**config.mk**
```make
export PLATFORM = sky130hd
export DESIGN_NAME = dfcsw_interp
export DESIGN_NICKNAME = d
export VERILOG_FILES = /design/src/dfcsw_pkg.sv /design/src/dfcsw_interp.sv
export VERILOG_INCLUDE_DIRS = /design/src /design/src/src
export SDC_FILE = /design/constraint.sdc
export NUM_CORES = 1
export LEC_CHECK = 0
export BUFFER_PORTS_ARGS = -buffer_cell sky130_fd_sc_hd__buf_4
export CORE_ASPECT_RATIO = 1.1
export CORE_MARGIN = 5
export CORE_UTILIZATION = 45
export DETAILED_ROUTE_END_ITERATION = 7
export PLACE_DENSITY = 0.87
export REMOVE_ABC_BUFFERS = 1
export SYNTH_ARGS = -nofsm -noshare
export SYNTH_HDL_FRONTEND = slang
export SYNTH_SLANG_ARGS = --single-unit
```
**constraint.sdc**
```tcl
create_clock -name clock -period 2.4 [get_ports clock]
set_input_delay 0.24 -clock clock [delete_from_list [all_inputs] [get_ports clock]]
set_output_delay 0.24 -clock clock [all_outputs]
set_load 0.05 [all_outputs]
```
**src/dfcsw_defines.svh**
```systemverilog
// bit positions and constants of the fieldbus command and state words
`ifndef DFCSW_DEFINES_SVH
`define DFCSW_DEFINES_SVH
`define DFCSW_CMD_RAMP_STOP 4'h0
`define DFCSW_CMD_COAST_STOP 4'h1
`define DFCSW_CMD_QUICK_STOP 4'h2
`define DFCSW_CMD_RUN 4'h3
`define DFCSW_CMD_RAMP_OUT_ZERO 4'h4
`define DFCSW_CMD_RAMP_HOLD 4'h5
`define DFCSW_CMD_RAMP_IN_ZERO 4'h6
`define DFCSW_CMD_FAULT_RESET 4'h7
`define DFCSW_CMD_JOG_A 4'h8
`define DFCSW_CMD_JOG_B 4'h9
`define DFCSW_CMD_REMOTE 4'hA
`define DFCSW_CMD_LOCATION 4'hB
`define DFCSW_STOP_MASK 16'h0007
`define DFCSW_CMD_RESET 16'h0000
`define DFCSW_STATE_RESET 16'h0000
`define DFCSW_SEL_W 3
`endif

```
**src/dfcsw_pkg.sv**
```systemverilog
// types of the fieldbus command interpreter
`default_nettype none
package dfcsw_pkg;
  typedef enum logic [6:0] {
    DFCSW_NOT_READY = 7'h01,
    DFCSW_INHIBITED = 7'h02,
    DFCSW_READY_ON = 7'h04,
    DFCSW_READY_OP = 7'h08,
    DFCSW_ENABLED = 7'h10,
    DFCSW_STOPPING = 7'h20,
    DFCSW_FAULT = 7'h40
  } dfcsw_state_e;

  typedef struct packed {
    logic ramp_stop;
    logic coast_stop;
    logic quick_stop;
    logic run;
    logic ramp_out_zero;
    logic ramp_hold;
    logic ramp_in_zero;
    logic jog_a;
    logic jog_b;
    logic location_b;
  } dfcsw_req_s;

  typedef struct packed {
    logic reset_from_bus;
    logic location_from_bus;
    logic run_enable;
    logic stop_interlock;
    logic power_ready;
    logic fault_active;
    logic warning;
    logic setpoint_reached;
    logic remote;
    logic above_limit;
    logic stop_done;
  } dfcsw_drive_s;
endpackage : dfcsw_pkg
`default_nettype wire

```
**src/dfcsw_interp.sv**
```systemverilog
// fieldbus command word decoder, drive state sequencer and state word
`include "dfcsw_defines.svh"
`default_nettype none
module dfcsw_interp
  import dfcsw_pkg::*;
(
  input wire logic clock,
  input wire logic rst,
  input wire logic [15:0] fieldbus_command_word,
  input wire logic command_valid,
  input wire dfcsw_drive_s drive_in,
  input wire logic [15:0] user_signals,
  input wire logic [`DFCSW_SEL_W*4-1:0] user_select,
  output dfcsw_req_s req_out,
  output logic fault_clear,
  output logic [15:0] fieldbus_state_word
);
  dfcsw_state_e state_reg, state_next;
  logic [15:0] cmd_reg, cmd_next;
  logic reset_bit_reg, reset_bit_next;
  logic fault_clear_reg, fault_clear_next;
  dfcsw_req_s req_reg, req_next;
  logic [15:0] word_reg, word_next;
  logic [15:0] eff;
  logic ramp_stop_n, coast_stop_n, quick_stop_n, reset_edge;

  always_comb
  begin
    cmd_next = command_valid ? fieldbus_command_word : cmd_reg;
    // remote bit low: only the stop bits get through
    if (cmd_reg[`DFCSW_CMD_REMOTE])
      eff = cmd_reg;
    else
      eff = cmd_reg & `DFCSW_STOP_MASK;
    ramp_stop_n = eff[`DFCSW_CMD_RAMP_STOP];
    coast_stop_n = eff[`DFCSW_CMD_COAST_STOP];
    quick_stop_n = eff[`DFCSW_CMD_QUICK_STOP];
    reset_bit_next = eff[`DFCSW_CMD_FAULT_RESET];
    reset_edge = eff[`DFCSW_CMD_FAULT_RESET] & ~reset_bit_reg
      & drive_in.reset_from_bus;
    fault_clear_next = reset_edge & drive_in.fault_active;
  end

  always_comb
  begin
    state_next = state_reg;
    if (drive_in.fault_active && !reset_edge)
      state_next = DFCSW_FAULT;
    else
      case (state_reg)
        DFCSW_FAULT:
          if (reset_edge)
            state_next = DFCSW_INHIBITED;
        DFCSW_NOT_READY:
          if (drive_in.power_ready)
            state_next = DFCSW_INHIBITED;
        DFCSW_INHIBITED:
          if (coast_stop_n && quick_stop_n && !ramp_stop_n)
            state_next = DFCSW_READY_ON;
        DFCSW_READY_ON:
          if (!coast_stop_n || !quick_stop_n)
            state_next = DFCSW_INHIBITED;
          else if (ramp_stop_n)
            state_next = DFCSW_READY_OP;
        DFCSW_READY_OP:
          if (!coast_stop_n || !quick_stop_n)
            state_next = DFCSW_INHIBITED;
          else if (!ramp_stop_n)
            state_next = DFCSW_READY_ON;
          else if (eff[`DFCSW_CMD_RUN] && drive_in.run_enable)
            state_next = DFCSW_ENABLED;
        DFCSW_ENABLED:
          if (!coast_stop_n)
            state_next = DFCSW_INHIBITED;
          else if (!quick_stop_n || !ramp_stop_n)
            state_next = DFCSW_STOPPING;
          else if (!eff[`DFCSW_CMD_RUN] || !drive_in.run_enable)
            state_next = DFCSW_READY_OP;
        DFCSW_STOPPING:
          if (!coast_stop_n || !quick_stop_n)
          begin
            if (drive_in.stop_done || !coast_stop_n)
              state_next = DFCSW_INHIBITED;
          end
          else if (drive_in.stop_done)
          begin
            if (drive_in.stop_interlock)
              state_next = DFCSW_INHIBITED;
            else
              state_next = DFCSW_READY_ON;
          end
        default:
          state_next = DFCSW_NOT_READY;
      endcase
  end

  always_comb
  begin
    req_next.ramp_stop = ~ramp_stop_n;
    req_next.coast_stop = ~coast_stop_n;
    req_next.quick_stop = ~quick_stop_n;
    req_next.run = state_next == DFCSW_ENABLED;
    req_next.ramp_out_zero = ~eff[`DFCSW_CMD_RAMP_OUT_ZERO];
    req_next.ramp_hold = ~eff[`DFCSW_CMD_RAMP_HOLD];
    req_next.ramp_in_zero = ~eff[`DFCSW_CMD_RAMP_IN_ZERO];
    req_next.jog_a = eff[`DFCSW_CMD_JOG_A];
    req_next.jog_b = eff[`DFCSW_CMD_JOG_B];
    req_next.location_b = drive_in.location_from_bus
      & eff[`DFCSW_CMD_LOCATION];
  end

  always_comb
  begin
    word_next = `DFCSW_STATE_RESET;
    word_next[0] = state_reg == DFCSW_READY_ON
      || state_reg == DFCSW_READY_OP
      || state_reg == DFCSW_ENABLED;
    word_next[1] = state_reg == DFCSW_READY_OP
      || state_reg == DFCSW_ENABLED;
    word_next[2] = state_reg == DFCSW_ENABLED;
    word_next[3] = state_reg == DFCSW_FAULT;
    word_next[4] = coast_stop_n;
    word_next[5] = quick_stop_n;
    word_next[6] = state_reg == DFCSW_INHIBITED;
    word_next[7] = drive_in.warning;
    word_next[8] = drive_in.setpoint_reached;
    word_next[9] = drive_in.remote;
    word_next[10] = drive_in.above_limit;
    for (int i = 0; i < 4; i++)
      word_next[11 + i] =
        user_signals[user_select[i*`DFCSW_SEL_W +: `DFCSW_SEL_W]];
  end

  always_ff @(posedge clock)
  begin
    if (rst)
    begin
      state_reg <= DFCSW_NOT_READY;
      cmd_reg <= `DFCSW_CMD_RESET;
      reset_bit_reg <= 1'b0;
      fault_clear_reg <= 1'b0;
      req_reg <= '0;
      word_reg <= `DFCSW_STATE_RESET;
    end
    else
    begin
      state_reg <= state_next;
      cmd_reg <= cmd_next;
      reset_bit_reg <= reset_bit_next;
      fault_clear_reg <= fault_clear_next;
      req_reg <= req_next;
      word_reg <= word_next;
    end
  end

  assign req_out = req_reg;
  assign fault_clear = fault_clear_reg;
  assign fieldbus_state_word = word_reg;
endmodule : dfcsw_interp
`default_nettype wire

```
# Yosys cells after proc, flatten, opt, wreduce, memory -nomap -nowiden
# Cells that the tools add are included.
[totals]
regBits = 47
in_bits = 58
output_inout_bits = 27
elab_cells = 84
[classes]
n_lt_le_gt_ge = 4
n_eq_ne = 8
muxes = 26
bitwise = 12
reduce_logical = 18
[op_table]
columns = ["cell", "n"]
rows = [
  ["$mux W7", 15],
  ["$pmux W7 S7", 1],
  ["$lt A3 B5 Y1 const B", 4],
  ["$eq A7 B5 Y1 const B", 2],
  ["$bmux W1 S3", 4],
  ["$mux W12", 1],
  ["$not A1 Y1", 8],
  ["$eq A7 B1 Y1 const B", 1],
  ["$eq A7 B2 Y1 const B", 1],
  ["$eq A7 B3 Y1 const B", 1],
  ["$eq A7 B4 Y1 const B", 1],
  ["$eq A7 B6 Y1 const B", 1],
  ["$eq A7 B7 Y1 const B", 1],
  ["$logic_or A1 B1 Y1", 7],
  ["$logic_not A1 Y1", 6],
  ["$and A1 B1 Y1", 4],
  ["$logic_and A1 B1 Y1", 4],
  ["$mux W1", 4],
  ["$mux W3", 1],
  ["$reduce_or A2 Y1", 1],
]

# Longest topological paths before layout
[logic_depth]
word_depth = 9
mapped_depth = 6
ltp_nobuf = 4

# Worst setup path before layout
# OpenSTA, ideal clock, no wires.
[synth_path]
path_type = "register to register"
start = "register state_reg[0]"
end = "register req_reg (netlist bit req_out[6])"
setup_ns = 0.096
arrival_time_ns = 1.764
t_required_ns = 2.304
setup_slack_ns = 0.540
path_stages_with_launch = 6
path_buffers = 2
synth_period_minus_slack_ns = 1.860
cell_sequence = "dfxtp_1 buf_6 or4_1 buf_2 or4b_4 nor4b_1"
[synth_between]
elab_chain_len = 6
word_cells_on_any_way = 24
classes_between = "eq/ne (8); mux (16)"
[synth_lines]
columns = ["item", "line", "rtl"]
rows = [
  ["start: declaration", "dfcsw_interp.sv:18", "dfcsw_state_e state_reg, state_next;"],
  ["start signal: assignment", "dfcsw_interp.sv:147", "state_reg <= state_next;"],
  ["$mux W7, on equally long branches", "dfcsw_interp.sv:77, dfcsw_interp.sv:70", ""],
  ["$mux W7, on equally long branches", "dfcsw_interp.sv:75, dfcsw_interp.sv:68", ""],
  ["$mux W7, on equally long branches", "dfcsw_interp.sv:73, dfcsw_interp.sv:66", ""],
  ["$pmux W7 S7 (*)", "dfcsw_interp.sv:50", "case (state_reg)"],
  ["$mux W7 (*)", "dfcsw_interp.sv:47", "if (drive_in.fault_active && !reset_edge)"],
  ["$eq A7 B5 Y1 (*)", "dfcsw_interp.sv:102", "req_next.run = state_next == DFCSW_ENABLED;"],
  ["end signal: assignment", "dfcsw_interp.sv:151", "req_reg <= req_next;"],
  ["end: declaration", "dfcsw_interp.sv:22", "dfcsw_req_s req_reg, req_next;"],
]
# Mark *: on every way between the ends. The rest lies on a longest branch, timed or not.
# A chain may end at the register's enable or synchronous reset.

# Worst setup path in the final report
[layout_path]
start = "register state_reg[5]"
end = "register req_reg (netlist bit req_out[6])"
# Same word-level chain as after synthesis.

==> run metrics <==
outcome=complete, no violations; initial antenna violation count=0; proportion of layout cells with a drive suffix above 1=0.383; fin area=2660 um2; final std cells w/o fill=310; Die Wd=73.9 um; GR Overflow Total=0; Peak Freq=486 MHz; remaining antenna violation count=0; GRT Util Overall=0.164; Peak supply drop=0.501 mV; die height=80.2 um; final net count=313; Remaining DRCs=0; register area share after synthesis=0.456; HPWL Detailed=3.48 mm; largest net degree at the start of global routing=40; WHS Path Cells=2; CTS tree=built; maxcap violations=0; CTS resizes=0; Fillers=382; Final setup viols=0; Syn-to-layout area delta=31.6%; Vias/cell=5.42; gp weighted congestion=0.864; Max H-tree Level=2; reg2reg start=state_reg[5]$_SDFF_PP0_; most common cell after layout, fill and taps aside=buf_4; Sink Count=46; Min-Delay Path Class=primary input to register; crit-path cells=or4_1, or4b_4, nor4b_1; Vias=1679; Hold Startpoint=drive_in[4]; sequential cell area=921 um2; CP arrival=2.25 ns; reg2reg setup slack=0.34 ns; Final Hold Viols=0; Synth Register Bits=46; asr flop ratio synth=0; die footprint=5930 um2; worst-case reg-to-reg path depth=3; num ports=85; EDFF count, synth=0; crit path from=state_reg[5]$_SDFF_PP0_; Initial DRT Pass Iterations=4; Hold EP=fieldbus_state_word[7]$_SDFF_PP0_; RSZ-0062 raised after global routing=false; Multi-input gate area=1020 um2; initial core utilization=0.468; Netlist Area Pre-Place=2020 um2; period utilization=0.857; Synth Area per Inst=10.6 um2; Core Box Area=4320 um2; CP Data Required Time=2.59 ns; Placed Area=2550 um2; WL per Instance=14.8 um; Setup TNS=0 ns; IO Port Bufs=71; YS warnings=0; cts hold-fix bufs=0; clk root buf=clkbuf_8; fin crit period=2.06 ns; Worst-path clk slew=0.08 ns; overall routed net length=4.59 mm; startpoint types=register; Critical R2R Capture=req_out[6]$_SDFF_PP0_; Main synth FF type=dfxtp_1; diode count=0; Distinct cells, synth=45; Worst path slowest cell=or4_1; Max clock buf depth=2; clk_skew=0.00230 ns; kind of critical path=register to register; Setup Fix Bufs, Post-CTS=0; Largest register FFs=15; Syn Inst Count=191; Num CTS Buffers=5; row count=25; CP Capture Type=register; Placed Cells=302; Crit Path Max Fanout=11; initial DRC count=99; vias in the first global route=1668; first-pass GRT wire length=7.51 mm; Final Max Slew Viols=0; most frequent cells in the layout=buf_4 (71), dfxtp_1 (46), nor2_1 (21); Slowest Stage Delay on Critical Path=0.67 ns; Leak=0.00114 uW; PD cells=625 nW/um2; Clock Latency Late Sink=0.29 ns
cell families (layout without fill, tap and decap cells):
kind of cell	after synthesis	count (layout)	share of synthesized area
and+or+nand+nor	78	78	0.237
DFF	46	46	0.456
muxes	25	25	0.174
AOI/OAI and AO/OA	23	23	0.0775
buffers and inverters	14	79	0.0360
xor gates and xnor gates	4	4	0.0174
other	1	1	0.00186
worst max path at each step:
stage,to,slack [ns],depth (start not counted)
4_1_cts,req_out[6]$_SDFF_PP0_,0.35,3
3_3_place_gp,req_out[6]$_SDFF_PP0_,0.43,3
2_1_floorplan,req_out[6]$_SDFF_PP0_,0.57,3
6_report,req_out[6]$_SDFF_PP0_,0.34,3
5_1_grt,req_out[6]$_SDFF_PP0_,0.22,3
3_5_place_dp,state_reg[4]$_SDFF_PP0_,0.39,3
where the power goes:
| part | internal [uW] | total (uW) | switching (uW) |
|---|---|---|---|
| clock | 306 | 555 | 249 |
| sequential | 797 | 820 | 22.7 |
| combinational | 132 | 284 | 151 |
| total | 1240 | 1660 | 422 |
through the flow:
step	util	setup WS, ns	hold WS, ns	total power (uW)
after floorplan	-	0.573	0.307	993
after global placement	0.590	0.427	0.416	1120
after detailed placement	0.590	0.393	0.441	1120
after CTS	0.615	0.352	0.142	1680
after global routing	0.615	0.223	0.140	1740
final	0.615	0.343	0.153	1660
critical path: cells and delay by family, from the launching register on:
family	cells	cell delay, ns
simple gates	3	1.56
flops	1	0.40
synthesized netlist by cell type (3+ instances only):
cell	count	area share
dfxtp_1	46	0.46
nor2_1	21	0.039
mux2i_1	17	0.084
nor2b_1	10	0.031
clkbuf_1	8	0.015
mux4_2	8	0.089
a21oi_1	5	0.012
nor3_1	5	0.012
nand3b_1	4	0.015
or3b_2	4	0.017
and2_1	3	0.0093
nand2_1	3	0.0056
nand2b_1	3	0.0093
nor3b_1	3	0.011
nor4b_1	3	0.013
o22ai_1	3	0.0093
or4_1	3	0.011
xnor2_1	3	0.013
layer usage:
| layer | wire, um | GRT usage |
|---|---|---|
| met1 | 1620 | 0.173 |
| met3 | 498 | 0.0713 |
| met5 | 0 | 0 |
| met2 | 2440 | 0.287 |
| met4 | 36 | 0.0543 |
final cells by class:
cell class,count,area share
well taps,54,0.0254
clock inverters,3,0.0151
clock buffers,5,0.0259
multi-input cells,131,0.386
flip-flops and latches,46,0.347
repair buffers,71,0.201
No activity file was read; power rests on OpenSTA's default activity.
